## config.mk

```make
export PLATFORM = sky130hd
export DESIGN_NAME = pcs_sigdet_lpi_fx_aux
export DESIGN_NICKNAME = d
export VERILOG_FILES = /design/src/shared/pcs_aux_pkg.sv /design/src/rtl/pcs_sigdet_lpi_fx_aux.sv
export SDC_FILE = /design/constraint.sdc
export NUM_CORES = 1
export LEC_CHECK = 0
export ABC_AREA = 1
export BUFFER_PORTS_ARGS = -buffer_cell sky130_fd_sc_hd__buf_2
export CORE_ASPECT_RATIO = 0.6
export CORE_MARGIN = 2
export CORE_UTILIZATION = 28
export DETAILED_ROUTE_END_ITERATION = 10
export MAX_ROUTING_LAYER = met4
export PLACE_DENSITY = 0.56
export SLEW_MARGIN = 10
export SYNTH_ARGS = -nofsm -noshare
export SYNTH_HDL_FRONTEND = slang
export SYNTH_SLANG_ARGS = --single-unit
```

## constraint.sdc

```tcl
create_clock -name core_clk -period 3.11 [get_ports core_clk]
set_clock_uncertainty 0.15 [all_clocks]
set_input_delay 0.1555 -clock core_clk [delete_from_list [all_inputs] [get_ports core_clk]]
set_output_delay 0.1555 -clock core_clk [all_outputs]
set_load 0.005 [all_outputs]
```

## src/shared/pcs_aux_pkg.sv

```systemverilog
/*
 * Constants for the coding-sublayer auxiliary control block: register
 * offsets, field positions, reset values and code groups.
 * Assumes a 32-bit classic Wishbone register bus with byte addresses.
 */
package pcs_aux_pkg;
    localparam logic [7:0] sd_cfg_addr      = 8'h00;
    localparam logic [7:0] lb_cfg_addr      = 8'h04;
    localparam logic [7:0] tstpat_cfg_addr  = 8'h08;
    localparam logic [7:0] tstpat_stat_addr = 8'h0c;
    localparam logic [7:0] lpi_cfg_addr     = 8'h10;
    localparam logic [7:0] lpi_stat_addr    = 8'h14;
    localparam logic [7:0] wake_cnt_addr    = 8'h18;
    localparam logic [7:0] link_stat_addr   = 8'h1c;
    localparam logic [7:0] fx_cfg_addr      = 8'h20;
    localparam logic [7:0] fx_stat_addr     = 8'h24;
    // Configuration field positions; bits 0 to 2 shared by gigabit and fiber config, the rest fiber only
    localparam int los_react_enable_bit   = 0;
    localparam int sigdet_polarity_bit   = 1;
    localparam int sigdet_source_select_bit   = 2;
    localparam int fx_ena_bit   = 4;
    localparam int fef_gen_bit  = 5;
    localparam int fef_chk_bit  = 6;
    localparam int unidir_bit   = 7;
    // Status field positions
    localparam int st_sigdet_bit = 0;
    localparam int st_sync_bit   = 1;
    localparam int st_synclost_bit = 2;
    localparam int st_fef_bit    = 3;
    localparam int rx_mode_bit   = 0;
    localparam int rx_quiet_bit  = 1;
    localparam int tx_mode_bit   = 2;
    localparam int tx_quiet_bit  = 3;
    localparam int rx_seen_bit   = 4;
    localparam int tx_seen_bit   = 5;
    localparam int pat_err_bit   = 0;
    localparam int pat_lock_bit  = 1;
    localparam logic [2:0] jtp_off = 3'h0;
    localparam logic [2:0] jtp_high = 3'h1;
    localparam logic [2:0] jtp_low = 3'h2;
    localparam logic [2:0] jtp_mixed = 3'h3;
    localparam logic [2:0] jtp_crpat_long = 3'h4;
    localparam logic [2:0] jtp_crpat_short = 3'h5;
    // Reset values
    localparam logic [7:0] sd_cfg_reset = 8'h00;
    localparam logic [7:0] fx_cfg_reset = 8'h00;
    // Code groups (10-bit, gigabit side)
    localparam logic [9:0] k28_5_code = 10'h0fa;
    localparam logic [9:0] lpi_code   = 10'h1c7;
    localparam logic [9:0] idle_code  = 10'h283;
    localparam logic [9:0] hf_code    = 10'h2aa;
    localparam logic [9:0] lf_code    = 10'h3e0;
    localparam logic [9:0] mf_code    = 10'h333;
    localparam logic [9:0] fef_code   = 10'h3f0;
    // Low power idle timing, counted in core clock cycles
    localparam logic [15:0] lpi_sleep_cycles = 16'h0040;
    localparam logic [15:0] lpi_quiet_cycles = 16'h0800;
    localparam logic [15:0] lpi_refresh_cycles = 16'h0040;
    localparam logic [7:0] crpat_long_len  = 8'hc0;
    localparam logic [7:0] crpat_short_len = 8'h20;
    typedef enum logic [1:0] {lpi_active, lpi_sleep, lpi_quiet, lpi_refresh} lpi_state_t;
endpackage

```

## src/rtl/pcs_sigdet_lpi_fx_aux.sv

```systemverilog
/*
 * Auxiliary control and status of the physical coding sublayer: signal
 * detect, transmit-to-receive loop, jitter patterns, low power idle and
 * fiber-mode supervision, with a classic Wishbone register slave.
 * Assumes all inputs are synchronous to core_clk and the coding core
 * supplies 10-bit code groups, sync status and low power indications.
 */
// Our own choices: the Wishbone register port and the register addresses.
`timescale 1ns/10ps
module pcs_sigdet_lpi_fx_aux
    import pcs_aux_pkg::*;
(
    input  wire logic        core_clk,
    input  wire logic        rst,
    input  wire logic [7:0]  wb_adr_i,
    input  wire logic [31:0] wb_dat_i,
    input  wire logic [3:0]  wb_sel_i,
    input  wire logic        wb_we_i,
    input  wire logic        wb_cyc_i,
    input  wire logic        wb_stb_i,
    output logic [31:0]      wb_dat_o,
    output logic             wb_ack_o,
    output logic             wb_err_o,
    input  wire logic        serdes_sigdet,
    input  wire logic        optic_sigdet_pin,
    input  wire logic [9:0]  tx_code_in,
    input  wire logic        mac_tx_lpi,
    input  wire logic [9:0]  serdes_rx_code,
    input  wire logic        rx_sync,
    input  wire logic        rx_lpi_symbol,
    input  wire logic        rx_lpi_quiet_in,
    input  wire logic        rx_far_fault,
    output logic [9:0]       serdes_tx_code,
    output logic [9:0]       rx_code_out,
    output logic             rx_sm_restart,
    output logic             rx_frame_enable,
    output logic             serdes_tx_halt,
    output logic             link_up,
    output logic             coding_4b5b
);
    logic [7:0]  sd_cfg;
    logic        tx_to_rx_loop_enable;
    logic [2:0]  jitter_pattern_select;
    logic        force_low_power_tx;
    logic [7:0]  fx_cfg;
    logic [15:0] wake_error_count;
    logic        rx_low_power_seen;
    logic        tx_low_power_seen;
    logic        far_fault_seen;
    logic        sync_lost_seen;
    logic        pat_error;
    logic        pat_lock;
    logic        rx_low_power_active;
    logic        rx_quiet;
    lpi_state_t  lpi_state;
    logic [15:0] lpi_timer;
    logic [7:0]  frame_cnt;
    logic [15:0] prbs;
    logic        sync_prev;
    logic        sigdet_now;
    logic        fx_sigdet_now;
    logic        sel_sigdet;
    logic        los_react;
    logic        one_way;
    logic        fx_mode;
    logic [9:0]  tx_code_prev;
    logic        bus_req;
    logic        bus_wr;
    logic        addr_ok;
    logic        w1c_rx;
    logic        w1c_tx;
    logic        w1c_fef;
    logic        w1c_sync;
    logic        tx_lpi_req;
    logic        tx_low_power_active;
    logic        tx_quiet;
    logic        sync_loss_evt;
    logic [9:0]  pattern_code;
    logic [9:0]  next_tx_code;
    logic [31:0] next_rdata;
    logic [15:0] next_lpi_timer;
    lpi_state_t  next_lpi_state;

    // Source then polarity; the pin is already synchronous here
    function automatic logic detect(input logic [7:0] cfg, input logic sd, input logic pin);
        logic raw;
        raw = cfg[sigdet_source_select_bit] ? pin : sd;
        return raw ^ cfg[sigdet_polarity_bit];
    endfunction

    function automatic logic w1c(input logic [31:0] d, input int bit_idx);
        return d[bit_idx];
    endfunction

    assign fx_mode       = fx_cfg[fx_ena_bit];
    assign sigdet_now    = detect(sd_cfg, serdes_sigdet, optic_sigdet_pin);
    assign fx_sigdet_now = detect(fx_cfg, serdes_sigdet, optic_sigdet_pin);
    assign sel_sigdet    = fx_mode ? fx_sigdet_now : sigdet_now;
    assign los_react     = fx_mode ? fx_cfg[los_react_enable_bit] : sd_cfg[los_react_enable_bit];
    assign one_way       = fx_mode & fx_cfg[unidir_bit];

    assign bus_req = wb_cyc_i & wb_stb_i & ~wb_ack_o & ~wb_err_o;
    assign bus_wr  = bus_req & wb_we_i & wb_sel_i[0] & addr_ok;
    assign w1c_rx   = bus_wr && wb_adr_i == lpi_stat_addr && w1c(wb_dat_i, rx_seen_bit);
    assign w1c_tx   = bus_wr && wb_adr_i == lpi_stat_addr && w1c(wb_dat_i, tx_seen_bit);
    assign w1c_fef  = bus_wr && wb_adr_i == fx_stat_addr && w1c(wb_dat_i, st_fef_bit);
    assign w1c_sync = bus_wr && wb_adr_i == fx_stat_addr && w1c(wb_dat_i, st_synclost_bit);

    // Gigabit registers vanish while fiber mode owns the port
    always_comb begin
        case (wb_adr_i)
            fx_cfg_addr, fx_stat_addr: addr_ok = 1'b1;
            sd_cfg_addr, lb_cfg_addr, tstpat_cfg_addr, tstpat_stat_addr,
            lpi_cfg_addr, lpi_stat_addr, wake_cnt_addr, link_stat_addr:
                addr_ok = ~fx_mode;
            default: addr_ok = 1'b0;
        endcase
    end

    assign tx_lpi_req          = (mac_tx_lpi | force_low_power_tx) & ~fx_mode;
    assign tx_low_power_active = lpi_state != lpi_active;
    assign tx_quiet            = lpi_state == lpi_quiet;
    assign sync_loss_evt       = fx_mode & sync_prev & ~rx_sync;

    always_comb begin
        next_lpi_state = lpi_state;
        next_lpi_timer = lpi_timer + 16'h0001;
        case (lpi_state)
            lpi_active: begin
                next_lpi_timer = 16'h0000;
                if (tx_lpi_req) begin
                    next_lpi_state = lpi_sleep;
                end
            end
            lpi_sleep: begin
                if (!tx_lpi_req) begin
                    next_lpi_state = lpi_active;
                    next_lpi_timer = 16'h0000;
                end else if (lpi_timer == lpi_sleep_cycles - 16'h0001) begin
                    next_lpi_state = lpi_quiet;
                    next_lpi_timer = 16'h0000;
                end
            end
            lpi_quiet: begin
                if (!tx_lpi_req) begin
                    next_lpi_state = lpi_active;
                    next_lpi_timer = 16'h0000;
                end else if (lpi_timer == lpi_quiet_cycles - 16'h0001) begin
                    next_lpi_state = lpi_refresh;
                    next_lpi_timer = 16'h0000;
                end
            end
            lpi_refresh: begin
                if (!tx_lpi_req) begin
                    next_lpi_state = lpi_active;
                    next_lpi_timer = 16'h0000;
                end else if (lpi_timer == lpi_refresh_cycles - 16'h0001) begin
                    next_lpi_state = lpi_quiet;
                    next_lpi_timer = 16'h0000;
                end
            end
            default: begin
                next_lpi_state = lpi_active;
                next_lpi_timer = 16'h0000;
            end
        endcase
    end

    always_ff @(posedge core_clk) begin
        if (rst) begin
            lpi_state <= lpi_active;
            lpi_timer <= 16'h0000;
        end else begin
            lpi_state <= next_lpi_state;
            lpi_timer <= next_lpi_timer;
        end
    end

    always_comb begin
        case (jitter_pattern_select)
            jtp_high:  pattern_code = hf_code;
            jtp_low:   pattern_code = lf_code;
            jtp_mixed: pattern_code = mf_code;
            jtp_crpat_long, jtp_crpat_short:
                pattern_code = (frame_cnt == 8'h00) ? k28_5_code : prbs[9:0];
            default:   pattern_code = idle_code;
        endcase
    end

    // Pattern generator overrides everything outside fiber mode; one-way keeps sending regardless
    always_comb begin
        if (jitter_pattern_select != jtp_off && !fx_mode) begin
            next_tx_code = pattern_code;
        end else if (tx_low_power_active) begin
            next_tx_code = lpi_code;
        end else if (fx_mode && fx_cfg[fef_gen_bit] && !rx_sync && !one_way) begin
            next_tx_code = fef_code;
        end else begin
            next_tx_code = tx_code_in;
        end
    end

    always_ff @(posedge core_clk) begin
        if (rst) begin
            frame_cnt <= 8'h00;
            prbs      <= 16'h0001;
        end else if (jitter_pattern_select == jtp_crpat_long
                     || jitter_pattern_select == jtp_crpat_short) begin
            prbs <= {prbs[14:0], prbs[15] ^ prbs[13] ^ prbs[12] ^ prbs[10]};
            if (frame_cnt == ((jitter_pattern_select == jtp_crpat_long)
                              ? crpat_long_len : crpat_short_len)) begin
                frame_cnt <= 8'h00;
            end else begin
                frame_cnt <= frame_cnt + 8'h01;
            end
        end else begin
            frame_cnt <= 8'h00;
        end
    end

    // Checker: echo is held against last cycle's code, the loop's own lag
    always_ff @(posedge core_clk) begin
        if (rst || jitter_pattern_select == jtp_off) begin
            pat_error <= 1'b0;
            pat_lock  <= 1'b0;
        end else if (rx_code_out == tx_code_prev) begin
            pat_lock <= 1'b1;
        end else if (pat_lock) begin
            pat_error <= 1'b1;
        end
    end

    always_ff @(posedge core_clk) begin
        if (rst) begin
            serdes_tx_code  <= idle_code;
            rx_code_out     <= idle_code;
            tx_code_prev    <= idle_code;
            serdes_tx_halt  <= 1'b0;
            coding_4b5b     <= 1'b0;
        end else begin
            serdes_tx_code <= next_tx_code;
            rx_code_out    <= tx_to_rx_loop_enable ? serdes_tx_code : serdes_rx_code;
            tx_code_prev   <= serdes_tx_code;
            serdes_tx_halt <= (next_lpi_state == lpi_quiet);
            coding_4b5b    <= fx_mode;
        end
    end

    // Loss of signal only acts while reaction is enabled
    always_ff @(posedge core_clk) begin
        if (rst) begin
            rx_sm_restart   <= 1'b0;
            rx_frame_enable <= 1'b0;
            link_up         <= 1'b0;
        end else begin
            rx_sm_restart   <= los_react & ~sel_sigdet;
            rx_frame_enable <= ~(los_react & ~sel_sigdet) & rx_sync;
            link_up         <= rx_sync & ~(los_react & ~sel_sigdet);
        end
    end

    always_ff @(posedge core_clk) begin
        if (rst) begin
            rx_low_power_active <= 1'b0;
            rx_quiet            <= 1'b0;
            sync_prev           <= 1'b0;
        end else begin
            if (rx_lpi_symbol) begin
                rx_low_power_active <= 1'b1;
            end else if (!rx_lpi_quiet_in) begin
                rx_low_power_active <= 1'b0;
            end
            rx_quiet  <= rx_lpi_quiet_in & (rx_low_power_active | rx_lpi_symbol);
            sync_prev <= rx_sync;
        end
    end

    // Set wins over a same-cycle clear
    always_ff @(posedge core_clk) begin
        if (rst) begin
            rx_low_power_seen <= 1'b0;
            tx_low_power_seen <= 1'b0;
            far_fault_seen    <= 1'b0;
            sync_lost_seen    <= 1'b0;
        end else begin
            rx_low_power_seen <= rx_lpi_symbol | (rx_low_power_seen & ~w1c_rx);
            tx_low_power_seen <= (serdes_tx_code == lpi_code)
                                 | (tx_low_power_seen & ~w1c_tx);
            far_fault_seen    <= (fx_mode & fx_cfg[fef_chk_bit] & rx_far_fault)
                                 | (far_fault_seen & ~w1c_fef);
            sync_lost_seen    <= sync_loss_evt | (sync_lost_seen & ~w1c_sync);
        end
    end

    always_ff @(posedge core_clk) begin
        if (rst) begin
            wake_error_count <= 16'h0000;
        end else if (!fx_mode && sel_sigdet && !rx_sync
                     && rx_low_power_active && wake_error_count != 16'hffff) begin
            wake_error_count <= wake_error_count + 16'h0001;
        end
    end

    always_ff @(posedge core_clk) begin
        if (rst) begin
            sd_cfg                <= sd_cfg_reset;
            tx_to_rx_loop_enable  <= 1'b0;
            jitter_pattern_select <= jtp_off;
            force_low_power_tx    <= 1'b0;
            fx_cfg                <= fx_cfg_reset;
        end else if (bus_wr) begin
            case (wb_adr_i)
                sd_cfg_addr:     sd_cfg <= wb_dat_i[7:0];
                lb_cfg_addr:     tx_to_rx_loop_enable <= wb_dat_i[0];
                tstpat_cfg_addr: jitter_pattern_select <= wb_dat_i[2:0];
                lpi_cfg_addr:    force_low_power_tx <= wb_dat_i[0];
                fx_cfg_addr:     fx_cfg <= wb_dat_i[7:0];
                default: begin
                end
            endcase
        end
    end

    always_comb begin
        next_rdata = 32'h0000_0000;
        case (wb_adr_i)
            sd_cfg_addr:      next_rdata[7:0] = sd_cfg;
            lb_cfg_addr:      next_rdata[0] = tx_to_rx_loop_enable;
            tstpat_cfg_addr:  next_rdata[2:0] = jitter_pattern_select;
            tstpat_stat_addr: next_rdata[1:0] = {pat_lock, pat_error};
            lpi_cfg_addr:     next_rdata[0] = force_low_power_tx;
            lpi_stat_addr: begin
                next_rdata[rx_mode_bit]  = rx_low_power_active;
                next_rdata[rx_quiet_bit] = rx_quiet;
                next_rdata[tx_mode_bit]  = tx_low_power_active;
                next_rdata[tx_quiet_bit] = tx_quiet;
                next_rdata[rx_seen_bit]  = rx_low_power_seen;
                next_rdata[tx_seen_bit]  = tx_low_power_seen;
            end
            wake_cnt_addr:    next_rdata[15:0] = wake_error_count;
            link_stat_addr: begin
                next_rdata[st_sigdet_bit] = sigdet_now;
                next_rdata[st_sync_bit]   = rx_sync;
            end
            fx_cfg_addr:      next_rdata[7:0] = fx_cfg;
            fx_stat_addr: begin
                next_rdata[st_sigdet_bit]   = fx_sigdet_now;
                next_rdata[st_sync_bit]     = rx_sync;
                next_rdata[st_synclost_bit] = sync_lost_seen;
                next_rdata[st_fef_bit]      = far_fault_seen;
            end
            default:          next_rdata = 32'h0000_0000;
        endcase
    end

    // One wait state: ack or err one cycle after the request, then drops
    always_ff @(posedge core_clk) begin
        if (rst) begin
            wb_ack_o <= 1'b0;
            wb_err_o <= 1'b0;
            wb_dat_o <= 32'h0000_0000;
        end else begin
            wb_ack_o <= bus_req & addr_ok;
            wb_err_o <= bus_req & ~addr_ok;
            wb_dat_o <= (bus_req & addr_ok & ~wb_we_i) ? next_rdata : 32'h0000_0000;
        end
    end
endmodule

```

==> impl_metrics.yaml, run 1 <==
logic_synthesis:
  yosysWarnings: 0
  yosysSeqAreaShare: 0.447
  syn-instance-count: 825
  netlist_area_um2: 6270
  ys_top_cells_by_area: "dfxtp_1 (45%), nand2_1 (9.3%), nor2_1 (6.8%)"
  yosysUniqueCellTypes: 52
  synth_area_leader_cell: "dfxtp_1"
  synth_seq_cells: 140
  netlist.area_leader.share: 0.447
  syn_area_per_cell_um2: 7.60
final_layout:
  multiInputGateArea_um2: 2910
  num_antenna_cells: 0
  nets: 1032
  fill_cells: 2325
  area_growth_pct: 25.5
  regArea_um2: 2800
  fin_cells: 1251
  postLayoutCellArea_um2: 7870
  layout-drive-gt1-share: 0.190
power:
  ir_drop_v: 0.000404
  power_density_nw_per_um2: 515
  share_seq_of_total_power: 0.453
  swShare: 0.247
  p_int_mw: 3.05
  leakage_nw: 3.17
  switchingPower_mw: 1.00
  p_comb_frac: 0.055
  pwr-share-clk: 0.492
sta:
  drv_slew: 0
  worst_slew_pin_slew_ns: 0.788
  finalHoldViolations: 0
  rsz0062_at_grt: "no"
  fin_ws_ns: 0.839
  min_period_over_period: 0.730
  max_clock_freq_mhz: 440
  tns_ns: 0
  maxSlewHeadroom: 0.475
  setup_viol: 0
  period_needed_ns: 2.27
die:
  core_um2: 22000
  dieArea_um2: 23600
  num_rows: 42
  initial_core_util: 0.285
  die_y_um: 120
  die_w_um: 197
  ios: 135
place:
  dpl_cell_area_um2: 6960
  place_inst: 1186
  port_buffers: 91
  gp_congestion: 0.868
  place_ws_ns: 0.872
  dpl.hpwl_mm: 12.8
routing:
  totalWireLength_mm: 17.5
  routed-via-count: 5745
  drt-pass1-iter-count: 5
  drt-wirelength-per-cell_um: 14.0
  postRouteAntennaNets: 0
  drt-initial-drc-count: 452
  vias_per_cell: 4.59
  drc: 0
worst_setup_path:
  critPathMaxFanout: 14
  cpMostUsedCell: "nand2_1"
  crit_path_cell_trace: "ha_1, nand2_1, nor2_1, nand2_1, nor2_2, inv_2, o21ai_2, buf_4, inv_2, nand2_1, o21ai_1, a21oi_1"
  critPathKind: "register to register"
  cp-start-kind: "register"
  cp.required_ns: 3.32
  cp-end-kind: "register"
  cpPeakStageDelay_ns: 0.42
  slowest_stage: "dfxtp_1"
  ff2ff_setup_slack_ns: 0.84
  arrival_ns: 2.48
grt:
  grt_pass1_vias: 5060
  grt_use_met3: 0.0410
  grt_pass1_wl_mm: 27.5
  top_usage_layer: "met1"
  grt_util_met2: 0.199
  grtUsageTotal: 0.157
  grt_max_degree: 65
  grt-ovfl-total: 0
  use_met1: 0.241
  antenna_found_initial: 0
worst_hold_path:
  hp-class: "input pin to register"
cts:
  cts_resized: 0
  cts_made_buffers: 17
  clock_path_buffers: 2
  path_clk_slew_ns: 0.06
  clk_latency_ns: 0.43
  cts_sinks: 140
  htreeDepth: 4
  clockRootBuffer: "clkbuf_16"
  cts_tree: "done"
job:
  cap_violations: 0
outcome:
  status: "finished clean"
==> metrics by stage <==
stage | hold WS (ns) | power [mW] | utilization
final | 0.00261 | 4.05 | 0.357
after global routing | 0.0104 | 4.21 | 0.357
after CTS | 0.00910 | 4.11 | 0.357
after detailed placement | 0.215 | 2.07 | 0.316
after global placement | 0.215 | 2.07 | 0.316
after floorplan | 0.119 | 1.99 | -
==> cells in the final DEF, fill, tap and decap left out, drive strengths merged, types with 22 or more instances in the layout <==
| cell | Yosys | routed |
|---|---|---|
| o21ai | 40 | 40 |
| nor2 | 123 | 123 |
| buf | 25 | 97 |
| xor2 | 22 | 22 |
| dfxtp | 140 | 140 |
| a21oi | 66 | 66 |
| nand3 | 33 | 33 |
| inv | 96 | 101 |
| nand2 | 164 | 164 |
| dlygate4sd3 | 0 | 33 |
==> power by group through the flow <==
stage / clock network (mW) / registers (mW) / logic (mW)
finish: 1.99 / 1.84 / 0.224
CTS: 2.05 / 1.84 / 0.224
floorplan: 0 / 1.88 / 0.116
detailed placement: 0 / 1.88 / 0.192
global placement: 0 / 1.88 / 0.191
global route: 2.12 / 1.84 / 0.248
==> cells by family after synthesis <==
family	Yosys count	synth area share
other	1	0.000598
AND/OR/NAND/NOR	373	0.273
AO/OA/AOI/OAI	141	0.134
buffers and inverters	137	0.0968
flip-flops	140	0.447
XOR/XNOR	29	0.0405
adder cells (fa/ha/maj)	4	0.00799
==> area by class of cell <==
type                            count  share of cell area
Tap cell                          286              0.0455
Inverter                          100              0.0490
Sequential cell                   140               0.356
Clock buffer                       18              0.0558
Multi-Input combinational cell    563               0.370
Timing Repair Buffer              130               0.106
Clock inverter                     14              0.0173
==> timing repair <==
item,4_1_cts,5_1_grt
setup buffers,0,0
hold buffers,33,0
hold endpoints to repair,49,0
==> critical path, delay by kind of cell, from the launching register on <==
| family | cells | cell delay [ns] |
|---|---|---|
| DFF | 1 | 0.42 |
| adders and majority gates | 1 | 0.25 |
| and+or+nand+nor | 5 | 0.73 |
| AOI/OAI and AO/OA | 3 | 0.27 |
| buffers and inverters | 3 | 0.38 |
==> final timing paths <==
kind                       start                   to  cells past startpoint
min reg2reg         lpi_timer[0]         lpi_timer[0]                      1
min                tx_code_in[1]    serdes_tx_code[1]                      3
max          wake_error_count[0]  wake_error_count[3]                     12
max reg2reg  wake_error_count[0]  wake_error_count[3]                     12
==> sequential cells by signal, indices dropped and copies added (netlist names), 2 cells and up <==
signal,flops
sd_cfg,8
lpi_timer,16
wake_error_count,16
fx_cfg,8
serdes_tx_code,10
frame_cnt,8
tx_code_prev,10
wb_dat_o,16
prbs,16
rx_code_out,10
jitter_pattern_select,3
lpi_state,2
==> synthesized netlist by cell type, drive strengths merged <==
library cell and count:
nand3b 1, a22o 1, nor3 21, ha 4, a211oi 12, conb 1, o311ai 2, o31ai 2
or2 2, nor2 123, a221oi 6, clkbuf 12, o22ai 1, buf 25, inv 96, o221ai 1
dfxtp 140, xnor2 7, a21oi 66, nand3 33, a31oi 3, xor2 22, nor4 7, nand4 19
o21ai 40, and3 1, nor3b 2, o2111ai 3, o211ai 4, clkinv 4, nand2 164
==> layer usage <==
| metal | routed length [um] | vias to the layer above |
|---|---|---|
| met4 | 157 | 0 |
| met1 | 9440 | 2616 |
| met5 | 0 | - |
| met3 | 1330 | 13 |
| li1 | - | 2927 |
| met2 | 6610 | 189 |
No activity file was read; power rests on OpenSTA's default activity.
==> run 2, diff against run 1 <==
--- a/config.mk
+++ b/config.mk
@@ -5,7 +5,7 @@
 export SDC_FILE = /design/constraint.sdc
 export NUM_CORES = 1
 export LEC_CHECK = 0
-export ABC_AREA = 1
+export ABC_AREA = 0
 export BUFFER_PORTS_ARGS = -buffer_cell sky130_fd_sc_hd__buf_2
 export CORE_ASPECT_RATIO = 0.6
 export CORE_MARGIN = 2
==> constraint.sdc (replaced) <==
create_clock -name core_clk -period 2.35 [get_ports core_clk]
set_clock_uncertainty 0.15 [all_clocks]
set_input_delay 0.1175 -clock core_clk [delete_from_list [all_inputs] [get_ports core_clk]]
set_output_delay 0.1175 -clock core_clk [all_outputs]
set_load 0.005 [all_outputs]
==> run 2 against run 1 <==
  * Flip-flop and latch count stayed put
  * Power rose by 32%
  * Via count down 5.0%
  * Area after synthesis is 1.4% lower
  * Clock power increased by 31%
  * Sequential power grew 33%
  * Largest power group unchanged
==> impl_metrics.yaml, run 2 <==
cts:
  cts_made_buffers: 17
  path_clk_slew_ns: 0.06
  clock_path_buffers: 2
  clockRootBuffer: "clkbuf_16"
  clk_latency_ns: 0.43
  cts_sinks: 140
  post_cts_buffers: 0
  htreeDepth: 4
  cts_tree: "done"
worst_setup_path:
  rr_worst_depth: 6
  cp-end-kind: "register"
  arrival_ns: 2.43
  critPathKind: "register to register"
  cp.required_ns: 2.56
  cp-start-kind: "register"
  critPathMaxFanout: 9
routing:
  drt-initial-drc-count: 366
  vias_per_cell: 4.74
  postRouteAntennaNets: 0
  drt-pass1-iter-count: 5
  drc: 0
  routed-via-count: 5456
  drt-wirelength-per-cell_um: 15.0
  totalWireLength_mm: 17.3
logic_synthesis:
  synthTopCellsByCount: "dfxtp_1 (140), nor2_1 (80), nand2_1 (75)"
  synth_area_leader_cell: "dfxtp_1"
  netlist_area_um2: 6180
  synth_seq_cells: 140
  yosysUniqueCellTypes: 66
  yosysWarnings: 0
  yosysMostFrequentCell: "dfxtp_1"
  ys_top_cells_by_area: "dfxtp_1 (45%), nor2_1 (4.9%), nand2_1 (4.6%)"
  syn_area_per_cell_um2: 8.77
  syn-instance-count: 705
  synth_ff_type: "dfxtp_1"
  synth_edf_count: 0
  yosysSeqAreaShare: 0.454
  netlist.area_leader.share: 0.454
  async_reset_ff_frac: 0
power:
  leakage_nw: 3.14
  p_total_mw: 5.35
  power_density_nw_per_um2: 667
  ir_drop_v: 0.000538
grt:
  antenna_found_initial: 1
  grt-ovfl-total: 0
  grt_max_degree: 47
  grtUsageTotal: 0.157
  grt_pass1_wl_mm: 27.3
  grt_pass1_vias: 4943
sta:
  hold-worst-slack_ns: 0.000410
  period_needed_ns: 2.22
  maxSlewHeadroom: 0.613
  drv_slew: 0
  finalHoldViolations: 0
  tns_ns: 0
  max_clock_freq_mhz: 451
  setup_viol: 0
  worst_slew_pin_slew_ns: 0.577
  rsz0062_at_grt: "no"
  min_period_over_period: 0.944
place:
  dpl.hpwl_mm: 12.5
  port_buffers: 91
  gp_congestion: 0.855
die:
  initial_core_util: 0.283
  die_y_um: 119
  num_rows: 42
  core_um2: 21900
  dieArea_um2: 23300
  die_w_um: 196
  ios: 135
job:
  cap_violations: 0
outcome:
  status: "finished clean"
final_layout:
  final_common_cell: "dfxtp_1"
  nets: 932
  fill_cells: 2252
  area_growth_pct: 29.8
  layout-drive-gt1-share: 0.203
  final_cell_mix: "dfxtp_1 (140), buf_2 (91), nor2_1 (80), nand2_1 (75), a21oi_1 (52)"
  regArea_um2: 2800
  multiInputGateArea_um2: 3120
worst_hold_path:
  holdPathStages: 3
  hp-class: "input pin to register"
==> run 2: changes by cell type after synthesis, sizes merged, moves of 11 or more <==
cell,before,now
a211oi,12,1
and3,1,15
nor2b,0,20
nand2,164,75
mux2i,0,26
o21ai,40,20
nand3,33,20
a21oi,66,52
clkbuf,12,28
nor2,123,80
inv,96,9
==> run 2: report_power, final <==
group	internal (mW)	switching [mW]
clock	1.49	1.11
combinational	0.154	0.165
sequential	2.41	0.0284
total	4.05	1.30
==> run 2: worst max-delay path: stages (launching register included) <==
cell	delay, ns
dfxtp_1	0.37
mux2i_1	0.38
xnor2_2	0.20
o211ai_2	0.25
buf_4	0.21
or4_1	0.46
a21oi_1	0.14
==> run 2: final timing paths <==
kind | slack, ns | start | end
setup / recovery | 0.13 | sd_cfg[2] | wake_error_count[11]
hold / removal | 0.0004 | mac_tx_lpi | lpi_state[1]
setup reg to reg | 0.13 | sd_cfg[2] | wake_error_count[11]
hold reg to reg | 0.30 | prbs[14] | prbs[15]
==> run 2: per-layer routing <==
layer / up-vias / track usage / part of all wire
met2: 130 / 0.208 / 0.40
met5: - / - / 0
met4: 0 / 0.0511 / 0.012
met1: 2563 / 0.227 / 0.54
met3: 14 / 0.0411 / 0.052
li1: 2749 / - / -
==> run 2: cell families after synthesis <==
kind of cell	after synthesis	share of synthesized area
buf+inv	64	0.0508
xor+xnor	38	0.0551
compound gates	123	0.127
other cells	1	0.000607
mux	28	0.0458
flops	140	0.454
fa+ha+maj	4	0.00810
simple gates	307	0.259
==> run 2: cell type report <==
type                       instances  area share
inverter                           9     0.00421
multi-input combinational        516       0.389
tap                              286      0.0446
antenna                            1    0.000312
sequential                       140       0.349
timing repair buffer             168       0.143
clock buffer                      20      0.0557
clock inverter                    12      0.0143
==> run 2: per-stage QoR <==
step            util  setup WS (ns)  instance area, um2  instances
6_report       0.367          0.131                8020       1152
5_1_grt        0.367         0.0212                8020       1152
4_1_cts        0.367          0.139                8020       1151
3_5_place_dp   0.323          0.151                7070       1080
3_3_place_gp   0.323          0.187                7070       1080
2_1_floorplan      -          0.295                6240        720
==> run 2: what timing repair did <==
item                       CTS  global route
hold buffers                39             0
setup endpoints to repair    0             1
hold endpoints to repair    58             0
resized for setup            0             1
